## src/cws_pkg.sv

```systemverilog
// Constants and types shared by both ends of the supervision and safety code link.
// Assumes a single 25 MHz system clock on both ends.
package cws_pkg;
  localparam int unsigned CLK_PERIOD_NS = 40;
  localparam int unsigned DATA_W = 4;
  localparam int unsigned ADDR_W = 5;

  // Gap timeout: least time, rounded up
  localparam int unsigned MON_TIMEOUT_NS = 94_200_000;
  localparam int unsigned MON_TIMEOUT_CYCLES =
    (MON_TIMEOUT_NS + CLK_PERIOD_NS - 1) / CLK_PERIOD_NS;
  // Code word hold after an exchange: least time, rounded up
  localparam int unsigned HOLD_NS = 224_000;
  localparam int unsigned HOLD_CYCLES = (HOLD_NS + CLK_PERIOD_NS - 1) / CLK_PERIOD_NS;
  // Strobe low time on the port pins
  localparam int unsigned STROBE_NS = 1_000;
  localparam int unsigned STROBE_CYCLES = (STROBE_NS + CLK_PERIOD_NS - 1) / CLK_PERIOD_NS;
  // Loop delay of the outside safety circuit: longest time, rounded down
  localparam int unsigned SAFE_DELAY_NS = 20_000;
  localparam int unsigned SAFE_DELAY_CYCLES = SAFE_DELAY_NS / CLK_PERIOD_NS;
  // Pause between end of forced strobes and the master's parameter rewrite
  localparam int unsigned REWRITE_GAP_CYCLES = 8;

  // Code table layout: one 5-bit entry per position
  localparam int unsigned TABLE_DEPTH = 8;
  localparam int unsigned IDX_W = 3;
  localparam int unsigned ENTRY_W = 5;
  localparam int unsigned E_BIT0 = 0;
  localparam int unsigned E_BIT1 = 1;
  localparam int unsigned E_BIT2 = 2;
  localparam int unsigned E_BIT3 = 3;
  localparam int unsigned E_SWAP = 4;
  localparam int unsigned SWAP_COUNT = 4;

  // Values after reset and init
  localparam logic [3:0] PORT_INACTIVE = 4'h0;

  typedef enum logic [1:0] {WD_IDLE, WD_STROBE, WD_RESET, WD_INIT} cws_wd_state_t;
endpackage

```

## src/cws_if.sv

```systemverilog
// Link between the slave's supervision/safety logic and the bus master plus
// the outside safety circuit. One clock, driven by the surrounding system.
`timescale 1ns/100ps
`default_nettype none
interface cws_if;
  import cws_pkg::*;
  logic exchange_request;
  logic param_write_request;
  logic [DATA_W-1:0] exch_data;
  logic [DATA_W-1:0] param_data;
  logic answer_valid;
  logic [DATA_W-1:0] answer_data;
  logic data_strobe_n;
  logic param_strobe_n;
  logic safe_drive_a;
  logic safe_drive_b;
  logic safe_input_a;
  logic safe_input_b;
  logic safe_offset_a;
  logic safe_offset_b;

  modport dev (
    input exchange_request, param_write_request, exch_data, param_data,
    input safe_input_a, safe_input_b, safe_offset_a, safe_offset_b,
    output answer_valid, answer_data, data_strobe_n, param_strobe_n,
    output safe_drive_a, safe_drive_b
  );
  modport host (
    output exchange_request, param_write_request, exch_data, param_data,
    output safe_input_a, safe_input_b, safe_offset_a, safe_offset_b,
    input answer_valid, answer_data, data_strobe_n, param_strobe_n,
    input safe_drive_a, safe_drive_b
  );
endinterface
`default_nettype wire

```

## src/cws_dev.sv

```systemverilog
// Slave end: communication monitor, communication watchdog and safety code
// word generator. Assumes requests are one-cycle pulses already validated by
// the receiver, and configuration flags held steady by the nonvolatile store.
`timescale 1ns/100ps
`default_nettype none
module cws_dev
  import cws_pkg::*;
#(
  parameter int unsigned MON_CYCLES = MON_TIMEOUT_CYCLES,
  parameter int unsigned HOLD_CYC = HOLD_CYCLES,
  parameter int unsigned STB_CYCLES = STROBE_CYCLES
) (
  // Clock and reset
  input wire logic sys_clk,
  input wire logic rst,
  // Link
  cws_if.dev lnk,
  // Configuration flags
  input wire logic program_lock_flag,
  input wire logic inhibit_flag,
  input wire logic param_bit_wd_enable_flag,
  input wire logic safety_enable,
  input wire logic safe_on_param,
  input wire logic [ADDR_W-1:0] slave_address,
  input wire logic nvm_write_busy,
  input wire logic address_delete,
  input wire logic [TABLE_DEPTH*ENTRY_W-1:0] code_table,
  // Optional modes requested by the profile
  input wire logic delay_mode_req,
  input wire logic sync_io_req,
  input wire logic ext_4io_req,
  output logic delay_mode_en,
  output logic sync_io_en,
  output logic ext_4io_en,
  // Ports
  input wire logic [DATA_W-1:0] port_inputs,
  output logic [DATA_W-1:0] data_port,
  output logic [DATA_W-1:0] param_port,
  // Status
  output logic red_status_indicator,
  output logic exchange_disable,
  output logic watchdog_enable,
  output logic safety_active
);
  localparam int MW = $clog2(MON_CYCLES + 1);
  localparam int HW = $clog2(HOLD_CYC + 1);
  localparam int SW = $clog2(STB_CYCLES + 1);
  if (MON_CYCLES < 2 || HOLD_CYC < 1 || STB_CYCLES < 1) begin : g_chk
    $error("Interval parameters too small");
  end
  cws_wd_state_t wd_state;
  logic [MW-1:0] gap_cnt;
  logic gap_expired;
  logic mon_active;
  logic [DATA_W-1:0] data_out;
  logic [DATA_W-1:0] param_out;
  logic [SW-1:0] dstb_cnt;
  logic [SW-1:0] pstb_cnt;
  logic [IDX_W-1:0] code_idx;
  logic [HW-1:0] hold_cnt;
  logic any_request;
  logic wd_fire;
  logic wd_init;
  logic exch_ok;
  logic advance;
  logic [IDX_W-1:0] next_idx;
  logic [ENTRY_W-1:0] cur_entry;
  logic [ENTRY_W-1:0] ans_entry;
  logic [DATA_W-1:0] safe_word;
  // Enable table
  function automatic logic wd_en(input logic lock, input logic inhibit,
                                 input logic bit_flag, input logic safety,
                                 input logic bit_reg);
    return lock && !inhibit && (!bit_flag || safety || bit_reg);
  endfunction
  function automatic logic [ENTRY_W-1:0] entry_at(input logic [IDX_W-1:0] i,
                                                  input logic [TABLE_DEPTH*ENTRY_W-1:0] t);
    return t[i*ENTRY_W +: ENTRY_W];
  endfunction
  assign safety_active = safety_enable;
  assign delay_mode_en = delay_mode_req & ~safety_enable;
  assign sync_io_en = sync_io_req & ~safety_enable;
  assign ext_4io_en = ext_4io_req & ~safety_enable;
  // Only the written register counts, so pins mapped as inputs cannot steer it
  assign watchdog_enable = wd_en(program_lock_flag, inhibit_flag,
                                 param_bit_wd_enable_flag, safety_enable,
                                 param_out[0]);
  assign any_request = lnk.exchange_request | lnk.param_write_request;
  assign gap_expired = (gap_cnt == MW'(MON_CYCLES));
  assign wd_fire = (wd_state == WD_IDLE) && watchdog_enable && gap_expired &&
                   (slave_address != '0) && !nvm_write_busy;
  assign wd_init = (wd_state == WD_INIT);
  assign exch_ok = lnk.exchange_request && !exchange_disable && (wd_state == WD_IDLE);
  // Gap timer; init restarts it so a dead link re-fires only after a full gap
  always_ff @(posedge sys_clk) begin
    if (rst) begin
      gap_cnt <= '0;
    end else if (any_request || wd_init) begin
      gap_cnt <= '0;
    end else if (!gap_expired) begin
      gap_cnt <= gap_cnt + 1'b1;
    end
  end
  // Arming wins over a deletion landing in the same cycle
  always_ff @(posedge sys_clk) begin
    if (rst || wd_init) begin
      mon_active <= 1'b0;
    end else if (lnk.param_write_request && slave_address != '0) begin
      mon_active <= 1'b1;
    end else if (address_delete) begin
      mon_active <= 1'b0;
    end
  end
  always_ff @(posedge sys_clk) begin
    if (rst) begin
      red_status_indicator <= 1'b0;
    end else begin
      red_status_indicator <= mon_active && gap_expired && !any_request;
    end
  end
  // Watchdog sequence
  always_ff @(posedge sys_clk) begin
    if (rst) begin
      wd_state <= WD_IDLE;
    end else begin
      case (wd_state)
        WD_IDLE: begin
          if (wd_fire) begin
            wd_state <= WD_STROBE;
          end
        end
        WD_STROBE: begin
          if (dstb_cnt == '0 && pstb_cnt == '0) begin
            wd_state <= WD_RESET;
          end
        end
        WD_RESET: wd_state <= WD_INIT;
        WD_INIT: wd_state <= WD_IDLE;
        default: wd_state <= WD_IDLE;
      endcase
    end
  end
  // Set wins over a parameter write landing in the same cycle
  always_ff @(posedge sys_clk) begin
    if (rst) begin
      exchange_disable <= 1'b0;
    end else if (wd_state == WD_RESET) begin
      exchange_disable <= 1'b1;
    end else if (lnk.param_write_request) begin
      exchange_disable <= 1'b0;
    end
  end
  // Strobes: normal ones per request, both together on a watchdog hit
  always_ff @(posedge sys_clk) begin
    if (rst) begin
      dstb_cnt <= '0;
      pstb_cnt <= '0;
    end else begin
      if (wd_fire || exch_ok) begin
        dstb_cnt <= SW'(STB_CYCLES);
      end else if (dstb_cnt != '0) begin
        dstb_cnt <= dstb_cnt - 1'b1;
      end
      if (wd_fire || (lnk.param_write_request && wd_state == WD_IDLE)) begin
        pstb_cnt <= SW'(STB_CYCLES);
      end else if (pstb_cnt != '0) begin
        pstb_cnt <= pstb_cnt - 1'b1;
      end
    end
  end
  assign lnk.data_strobe_n = (dstb_cnt == '0);
  assign lnk.param_strobe_n = (pstb_cnt == '0);
  // Output registers hold last request values until init
  always_ff @(posedge sys_clk) begin
    if (rst || wd_init) begin
      data_out <= PORT_INACTIVE;
      param_out <= PORT_INACTIVE;
    end else if (wd_state == WD_IDLE) begin
      if (exch_ok) begin
        data_out <= lnk.exch_data;
      end
      if (lnk.param_write_request) begin
        param_out <= lnk.param_data;
      end
    end
  end
  // Code word position and its hold window
  assign advance = exch_ok && safety_enable && (hold_cnt == '0);
  assign next_idx = code_idx + 1'b1;
  assign cur_entry = entry_at(code_idx, code_table);
  assign ans_entry = advance ? entry_at(next_idx, code_table) : cur_entry;
  always_ff @(posedge sys_clk) begin
    if (rst) begin
      code_idx <= '0;
      hold_cnt <= '0;
    end else if (advance) begin
      code_idx <= next_idx;
      hold_cnt <= HW'(HOLD_CYC);
    end else if (hold_cnt != '0) begin
      hold_cnt <= hold_cnt - 1'b1;
    end
  end
  // Transmitted word: returned loop bits plus stored bits gated by offsets
  always_comb begin
    safe_word = '0;
    safe_word[0] = lnk.safe_input_a;
    safe_word[2] = lnk.safe_input_b;
    safe_word[1] = lnk.safe_offset_a &
                   (ans_entry[E_SWAP] ? ans_entry[E_BIT3] : ans_entry[E_BIT1]);
    safe_word[3] = lnk.safe_offset_b &
                   (ans_entry[E_SWAP] ? ans_entry[E_BIT1] : ans_entry[E_BIT3]);
  end

  always_ff @(posedge sys_clk) begin
    if (rst) begin
      lnk.answer_valid <= 1'b0;
      lnk.answer_data <= PORT_INACTIVE;
    end else begin
      lnk.answer_valid <= exch_ok || (lnk.param_write_request && wd_state == WD_IDLE);
      if (exch_ok) begin
        lnk.answer_data <= safety_enable ? safe_word : port_inputs;
      end else if (lnk.param_write_request) begin
        lnk.answer_data <= lnk.param_data;
      end
    end
  end

  // Pins: safety drive replaces bits one and three of the selected port
  always_ff @(posedge sys_clk) begin
    if (rst) begin
      data_port <= PORT_INACTIVE;
      param_port <= PORT_INACTIVE;
      lnk.safe_drive_a <= 1'b0;
      lnk.safe_drive_b <= 1'b0;
    end else begin
      lnk.safe_drive_a <= safety_enable & cur_entry[E_BIT0];
      lnk.safe_drive_b <= safety_enable & cur_entry[E_BIT2];
      data_port <= data_out;
      param_port <= param_out;
      if (safety_enable && !safe_on_param) begin
        data_port[1] <= cur_entry[E_BIT0];
        data_port[3] <= cur_entry[E_BIT2];
      end else if (safety_enable) begin
        param_port[1] <= cur_entry[E_BIT0];
        param_port[3] <= cur_entry[E_BIT2];
      end
    end
  end
endmodule
`default_nettype wire

```

## src/flat_wrapper.sv

```systemverilog
// flat-port wrapper written by rule: the top's interface ports become plain ports
module cws_dev_flat import cws_pkg::*;
#(
  parameter int unsigned MON_CYCLES = MON_TIMEOUT_CYCLES,
  parameter int unsigned HOLD_CYC = HOLD_CYCLES,
  parameter int unsigned STB_CYCLES = STROBE_CYCLES
)
  (sys_clk, rst, program_lock_flag, inhibit_flag, param_bit_wd_enable_flag, safety_enable, safe_on_param, slave_address, nvm_write_busy, address_delete, code_table, delay_mode_req, sync_io_req, ext_4io_req, delay_mode_en, sync_io_en, ext_4io_en, port_inputs, data_port, param_port, red_status_indicator, exchange_disable, watchdog_enable, safety_active, lnk_exchange_request, lnk_param_write_request, lnk_exch_data, lnk_param_data, lnk_safe_input_a, lnk_safe_input_b, lnk_safe_offset_a, lnk_safe_offset_b, lnk_answer_valid, lnk_answer_data, lnk_data_strobe_n, lnk_param_strobe_n, lnk_safe_drive_a, lnk_safe_drive_b);
  cws_if lnk_i ();
  input wire logic sys_clk;
  input wire logic rst;
  input wire logic program_lock_flag;
  input wire logic inhibit_flag;
  input wire logic param_bit_wd_enable_flag;
  input wire logic safety_enable;
  input wire logic safe_on_param;
  input wire logic [ADDR_W-1:0] slave_address;
  input wire logic nvm_write_busy;
  input wire logic address_delete;
  input wire logic [TABLE_DEPTH*ENTRY_W-1:0] code_table;
  input wire logic delay_mode_req;
  input wire logic sync_io_req;
  input wire logic ext_4io_req;
  output logic delay_mode_en;
  output logic sync_io_en;
  output logic ext_4io_en;
  input wire logic [DATA_W-1:0] port_inputs;
  output logic [DATA_W-1:0] data_port;
  output logic [DATA_W-1:0] param_port;
  output logic red_status_indicator;
  output logic exchange_disable;
  output logic watchdog_enable;
  output logic safety_active;
  input wire logic [$bits(lnk_i.exchange_request)-1:0] lnk_exchange_request;
  input wire logic [$bits(lnk_i.param_write_request)-1:0] lnk_param_write_request;
  input wire logic [$bits(lnk_i.exch_data)-1:0] lnk_exch_data;
  input wire logic [$bits(lnk_i.param_data)-1:0] lnk_param_data;
  input wire logic [$bits(lnk_i.safe_input_a)-1:0] lnk_safe_input_a;
  input wire logic [$bits(lnk_i.safe_input_b)-1:0] lnk_safe_input_b;
  input wire logic [$bits(lnk_i.safe_offset_a)-1:0] lnk_safe_offset_a;
  input wire logic [$bits(lnk_i.safe_offset_b)-1:0] lnk_safe_offset_b;
  output wire logic [$bits(lnk_i.answer_valid)-1:0] lnk_answer_valid;
  output wire logic [$bits(lnk_i.answer_data)-1:0] lnk_answer_data;
  output wire logic [$bits(lnk_i.data_strobe_n)-1:0] lnk_data_strobe_n;
  output wire logic [$bits(lnk_i.param_strobe_n)-1:0] lnk_param_strobe_n;
  output wire logic [$bits(lnk_i.safe_drive_a)-1:0] lnk_safe_drive_a;
  output wire logic [$bits(lnk_i.safe_drive_b)-1:0] lnk_safe_drive_b;
  assign lnk_i.exchange_request = lnk_exchange_request;
  assign lnk_i.param_write_request = lnk_param_write_request;
  assign lnk_i.exch_data = lnk_exch_data;
  assign lnk_i.param_data = lnk_param_data;
  assign lnk_i.safe_input_a = lnk_safe_input_a;
  assign lnk_i.safe_input_b = lnk_safe_input_b;
  assign lnk_i.safe_offset_a = lnk_safe_offset_a;
  assign lnk_i.safe_offset_b = lnk_safe_offset_b;
  assign lnk_answer_valid = lnk_i.answer_valid;
  assign lnk_answer_data = lnk_i.answer_data;
  assign lnk_data_strobe_n = lnk_i.data_strobe_n;
  assign lnk_param_strobe_n = lnk_i.param_strobe_n;
  assign lnk_safe_drive_a = lnk_i.safe_drive_a;
  assign lnk_safe_drive_b = lnk_i.safe_drive_b;
  cws_dev #(.MON_CYCLES(MON_CYCLES), .HOLD_CYC(HOLD_CYC), .STB_CYCLES(STB_CYCLES)) u_core (.sys_clk(sys_clk), .rst(rst), .lnk(lnk_i), .program_lock_flag(program_lock_flag), .inhibit_flag(inhibit_flag), .param_bit_wd_enable_flag(param_bit_wd_enable_flag), .safety_enable(safety_enable), .safe_on_param(safe_on_param), .slave_address(slave_address), .nvm_write_busy(nvm_write_busy), .address_delete(address_delete), .code_table(code_table), .delay_mode_req(delay_mode_req), .sync_io_req(sync_io_req), .ext_4io_req(ext_4io_req), .delay_mode_en(delay_mode_en), .sync_io_en(sync_io_en), .ext_4io_en(ext_4io_en), .port_inputs(port_inputs), .data_port(data_port), .param_port(param_port), .red_status_indicator(red_status_indicator), .exchange_disable(exchange_disable), .watchdog_enable(watchdog_enable), .safety_active(safety_active));
endmodule
```

## config.mk

```make
export PLATFORM = sky130hd
export DESIGN_NAME = cws_dev_flat
export DESIGN_NICKNAME = d
export VERILOG_FILES = /design/src/cws_pkg.sv /design/src/cws_if.sv /design/src/cws_dev.sv /design/src/flat_wrapper.sv
export SDC_FILE = /design/constraint.sdc
export NUM_CORES = 1
export LEC_CHECK = 0
export BUFFER_PORTS_ARGS = -buffer_cell sky130_fd_sc_hd__buf_2
export CELL_PAD_IN_SITES_DETAIL_PLACEMENT = 0
export CELL_PAD_IN_SITES_GLOBAL_PLACEMENT = 2
export CORE_ASPECT_RATIO = 1.1
export CORE_MARGIN = 1
export CORE_UTILIZATION = 33
export CTS_BUF_LIST = sky130_fd_sc_hd__clkbuf_4 sky130_fd_sc_hd__clkbuf_8
export CTS_CLUSTER_DIAMETER = 30
export DETAILED_ROUTE_END_ITERATION = 12
export GPL_TIMING_DRIVEN = 0
export PLACE_DENSITY_LB_ADDON = 0.1
export REMOVE_ABC_BUFFERS = 1
export SLEW_MARGIN = 20
export SYNTH_ARGS = -nofsm -noshare
export SYNTH_HDL_FRONTEND = slang
export SYNTH_SLANG_ARGS = --single-unit
export TNS_END_PERCENT = 5
```

## constraint.sdc

```tcl
create_clock -name sys_clk -period 2.45 [get_ports sys_clk]
set_input_delay 0.49 -clock sys_clk [delete_from_list [all_inputs] [get_ports sys_clk]]
set_output_delay 0.49 -clock sys_clk [all_outputs]
set_load 0.02 [all_outputs]
```

# Word level (Yosys, flattened, before mapping)
# Cells that the tools add are included.
word_totals:
  regBits: 76
  output_inout_bits: 24
  input_bits: 75
  wordCells: 119
op_classes:
  add_sub_neg: 5
  reduce_logical: 50
  muxes: 25
  shift: 2
  multipliers: 2
  bitwise_logic: 9
  n_eq_ne: 6
op_table:
  columns: ["op", "n"]
  rows:
  - ["40-bit by 7-bit indexed part select with 5-bit output", 2]
  - ["13-bit two-way mux", 2]
  - ["5-bit two-way mux", 5]
  - ["22-bit by 1-bit adder with 22-bit output, second input constant", 1]
  - ["22-bit == test, second input constant", 1]
  - ["1-bit logical AND", 16]
  - ["5-bit nonzero test", 3]
  - ["13-bit logical NOT", 1]
  - ["13-bit nonzero test", 1]
  - ["13-bit by 1-bit subtractor with 13-bit output, second input constant", 1]
  - ["3-bit by 3-bit multiplier with 6-bit output, second input constant", 2]
  - ["1-bit two-way mux", 12]
  - ["4-bit two-way mux", 3]
  - ["2-bit nonzero test", 6]
  - ["5-bit logical NOT", 2]
  - ["5-bit by 1-bit subtractor with 5-bit output, second input constant", 2]
  - ["2-bit case mux with 4 select lines", 1]
  - ["2-bit OR reduction", 4]
  - ["1-bit AND", 7]
  - ["1-bit logical OR", 7]
  - ["1-bit logical NOT", 6]
  - ["2-bit AND reduction", 3]
  - ["2-bit == test, second input constant", 2]
  - ["2-bit two-way mux", 2]
  - ["other kinds (6)", 7]

# Longest topological paths before layout
logic_depth:
  ltp_word: 10
  depth_mapped: 10
  mapped_depth_nobuf: 7

# Least setup slack after synthesis
# OpenSTA, ideal clock, no wires.
synth_timing:
  path_kind: "reg2reg"
  from: "reg u_core.hold_cnt[0]"
  to: "reg u_core.lnk.answer_data[1]"
  path_slack_ns: 0.257
  arrival_time_ns: 2.062
  n_path_buf: 1
  path_stages_with_launch: 9
  required_ns: 2.319
  path_cell_list: "dfxtp_1 -> inv_1 -> ha_1 -> or4b_1 -> or4_4 -> nor3_2 -> buf_6 -> mux2i_1 -> o22ai_1"
synth_between:
  elab_chain_cells: 7
synth_lines:
  columns: ["item", "line", "source"]
  rows:
  - ["from (decl)", "cws_dev.sv:60", "logic [HW-1:0] hold_cnt;"]
  - ["from (signal assigned)", "cws_dev.sv:198", "hold_cnt <= HW'(HOLD_CYC);"]
  - ["from (signal assigned)", "cws_dev.sv:200", "hold_cnt <= hold_cnt - 1'b1;"]
  - ["13-bit logical NOT", "cws_dev.sv:188", "assign advance = exch_ok && safety_enable && (hold_cnt == '0);"]
  - ["1-bit logical AND", "cws_dev.sv:188", null]
  - ["5-bit two-way mux", "cws_dev.sv:191", "assign ans_entry = advance ? entry_at(next_idx, code_table) : cur_entry;"]
  - ["1-bit two-way mux", "cws_dev.sv:209", "(ans_entry[E_SWAP] ? ans_entry[E_BIT3] : ans_entry[E_BIT1]);"]
  - ["1-bit AND", "cws_dev.sv:208", "safe_word[1] = lnk.safe_offset_a &"]
  - ["4-bit two-way mux", "cws_dev.sv:221", "lnk.answer_data <= safety_enable ? safe_word : port_inputs;"]
  - ["4-bit two-way mux", "cws_dev.sv:220", "if (exch_ok) begin"]
  - ["to (signal assigned)", "cws_dev.sv:221", null]
  - ["to (signal assigned)", "cws_dev.sv:223", "lnk.answer_data <= lnk.param_data;"]
  - ["to (decl)", "cws_if.sv:25", "output answer_valid, answer_data, data_strobe_n, param_strobe_n,"]
# Every way passes these cells.
# A chain may end at the register's enable or synchronous reset.

# Worst setup path in the final report
layout_timing:
  from: "reg u_core.hold_cnt[1]"
  to: "reg u_core.lnk.answer_data[1]"
# The elaborated chain is that of the path after synthesis.

==> flow_metrics.env <==
export IMPL_reg2reg_slack_ps=100
export IMPL_crit_type="flop to flop"
export IMPL_dp_slack_ps=-487
export IMPL_htree_levels=3
export IMPL_cts_tree="yes"
export IMPL_drtIter0Drc=88
export IMPL_finalSetupViolCount=0
export IMPL_endpoint_kind="flop"
export IMPL_synthToLayoutAreaGrowth_pct=21.7
export IMPL_ys_seq_elements=76
export IMPL_synth_seq_area_share_pct=38.3
export IMPL_grt_max_degree=43
export IMPL_synthMostInstantiatedCell="dfxtp_1"
export IMPL_rows=41
export IMPL_antenna_found_initial=0
export IMPL_max_slew_margin_pct=42.8
export IMPL_syn_inst=431
export IMPL_status="finished clean"
export IMPL_synth_top_cells_by_count="dfxtp_1, nor2_1, mux2i_1"
export IMPL_ys_flop_type="dfxtp_1"
export IMPL_clock_latency_ps=360
export IMPL_avgSynthCellArea_um2=9.21
export IMPL_first_global_vias=3249
export IMPL_gp_congestion=0.740
export IMPL_clock_sinks=76
export IMPL_drv_cap=0
export IMPL_fmax_mhz=425
export IMPL_finalNetCount=609
export IMPL_synth_top_area_share_pct=38.3
export IMPL_hold_class="primary input to flop"
export IMPL_p_leak_nw=1.88
export IMPL_clk_path_buf_depth=2
export IMPL_ys_types=46
export IMPL_drv_slew=0
export IMPL_cts_clk_slew_worst_paths_ps=80
export IMPL_diodes=0
export IMPL_power_density_nw_per_um2=709
export IMPL_hold_slack_ps=371
export IMPL_die_width_um=107
export IMPL_dpl_hpwl_mm=7.22
export IMPL_fp_dieH_um=117
export IMPL_worst_slew_pin_slew_ps=859
export IMPL_num_fill_cells=1227
export IMPL_vias=3393
export IMPL_overflow=0
export IMPL_timing_final_crit_share_pct=96.0
export IMPL_drc=0
export IMPL_path_max_fanout=5
export IMPL_dr_pass1_iters=4
export IMPL_ys_warn_count=0
export IMPL_wirelength_mm=9.76
export IMPL_dp_cells=657
export IMPL_regArea_um2=1530
export IMPL_worstPathArrival_ps=2570
export IMPL_start_util_pct=34.2
export IMPL_hold_buffers=0
export IMPL_wl_per_cell_um=14.4
export IMPL_synth_area_um2=3970
export IMPL_layout_min_cycle_time_ps=2350
export IMPL_startpoint_type="flop"
export IMPL_synth_edf_count=0
export IMPL_p_total_mw=3.42
export IMPL_ir_drop_uv=293
export IMPL_multiInputGateArea_um2=2350
export IMPL_rsz0062_at_grt="yes"
export IMPL_holdPathStages=3
export IMPL_vias_per_cell=5.01
export IMPL_core_area_um2=11600
export IMPL_grt_pass1_wl_mm=15.9
export IMPL_cts_buffers=9
export IMPL_crit_required_ps=2670
export IMPL_synth_top_cells_by_area="dfxtp_1, mux2i_1, mux4_2"
export IMPL_reg2regPathDepth=8
export IMPL_drtAntennaViolNets=0
export IMPL_fp_dieArea_um2=12500
export IMPL_io_buffer_count=98
export IMPL_pin_count=99
export IMPL_finalHoldViolCount=0
export IMPL_synth_top_cell_by_area="dfxtp_1"
export IMPL_track_usage_pct=16.6
export IMPL_cts_root_buf="clkbuf_8"
export IMPL_async_reset_ff_share_pct=0
export IMPL_drive_gt1_share_pct=29.6
export IMPL_worst_slack_ps=97.6
export IMPL_fin_cells=677
export IMPL_skew_ps=10.7
[layer usage]
metal  track usage (%)  part of all wire [%]  up-vias
met4              5.39                   1.3        0
met3              3.77                   4.2       10
li1                  -                     -     1712
met1              20.7                    47     1598
met5                 0                     0        -
met2              28.4                    48       73
[through the flow]
step / utilization (%) / area [um^2] / setup TNS (ps)
detailed placement: 39.3 / 4550 / -8890
global route: 41.7 / 4830 / -16.4
CTS: 41.3 / 4790 / -24.1
finish: 41.7 / 4830 / 0
floorplan: - / 3870 / 0
global placement: 39.3 / 4550 / -8930
[path summary, 6_finish.rpt]
check	startpoint	endpoint
setup / recovery	u_core.hold_cnt[1]	u_core.lnk.answer_data[1]
hold / removal	lnk_exch_data[0]	u_core.data_out[0]
setup reg to reg	u_core.hold_cnt[1]	u_core.lnk.answer_data[1]
hold reg to reg	u_core.data_out[0]	u_core.data_out[0]
[worst max-delay path: stages (launching register included)]
cell and delay [ps]:
dfxtp_2 340, inv_1 80, ha_1 160, or4b_4 500
or4_4 490, nor3_4 160, buf_6 150, mux2i_2 240
o22ai_1 90
[sequential cells by signal (all words and copies together) (netlist names), 4 cells and up]
| name | count |
|---|---|
| u_core.gap_cnt | 22 |
| u_core.hold_cnt | 13 |
| u_core.dstb_cnt | 5 |
| u_core.pstb_cnt | 5 |
| u_core.data_out | 4 |
| u_core.data_port | 4 |
| u_core.lnk.answer_data | 4 |
| u_core.param_out | 4 |
| u_core.param_port | 4 |
[area by class of cell]
class	count	share of cell area, %
Timing Repair Buffer	102	10.9
Sequential cell	76	31.7
Clock inverter	4	0.518
Multi-Input combinational cell	316	48.6
Inverter	17	1.32
Clock buffer	12	3.16
Tap cell	150	3.89
[cells in the final DEF (no fill, tap or decap), drive strengths merged, types with 13 or more instances in the layout]
cell type	count
buf	102
dfxtp	76
nor2	52
mux2i	32
a21oi	29
nand2	27
xor2	18
inv	17
nand3	14
mux4	13
nor3	13
[logic make-up after synthesis]
family | count (synthesis) | synth area share [%]
multiplexers | 46 | 15.7
buffers and inverters | 39 | 4.00
flip-flops | 76 | 38.3
XOR/XNOR | 30 | 6.62
AND/OR/NAND/NOR | 175 | 23.3
adder cells (fa/ha/maj) | 12 | 3.78
AO/OA/AOI/OAI | 53 | 8.17
[where the power goes]
part	switching (mW)	total (mW)	leakage, nW	internal, mW
clock network	0.463	0.878	0.0892	0.415
registers	0.129	1.50	0.624	1.37
logic	0.552	1.05	1.17	0.494
[what timing repair did]
item,CTS,global route
buffers inserted,4,0
pin swaps,1,2
setup endpoints to repair,19,18
gates resized for setup,8,11
Power figures use the tool's default switching activity.
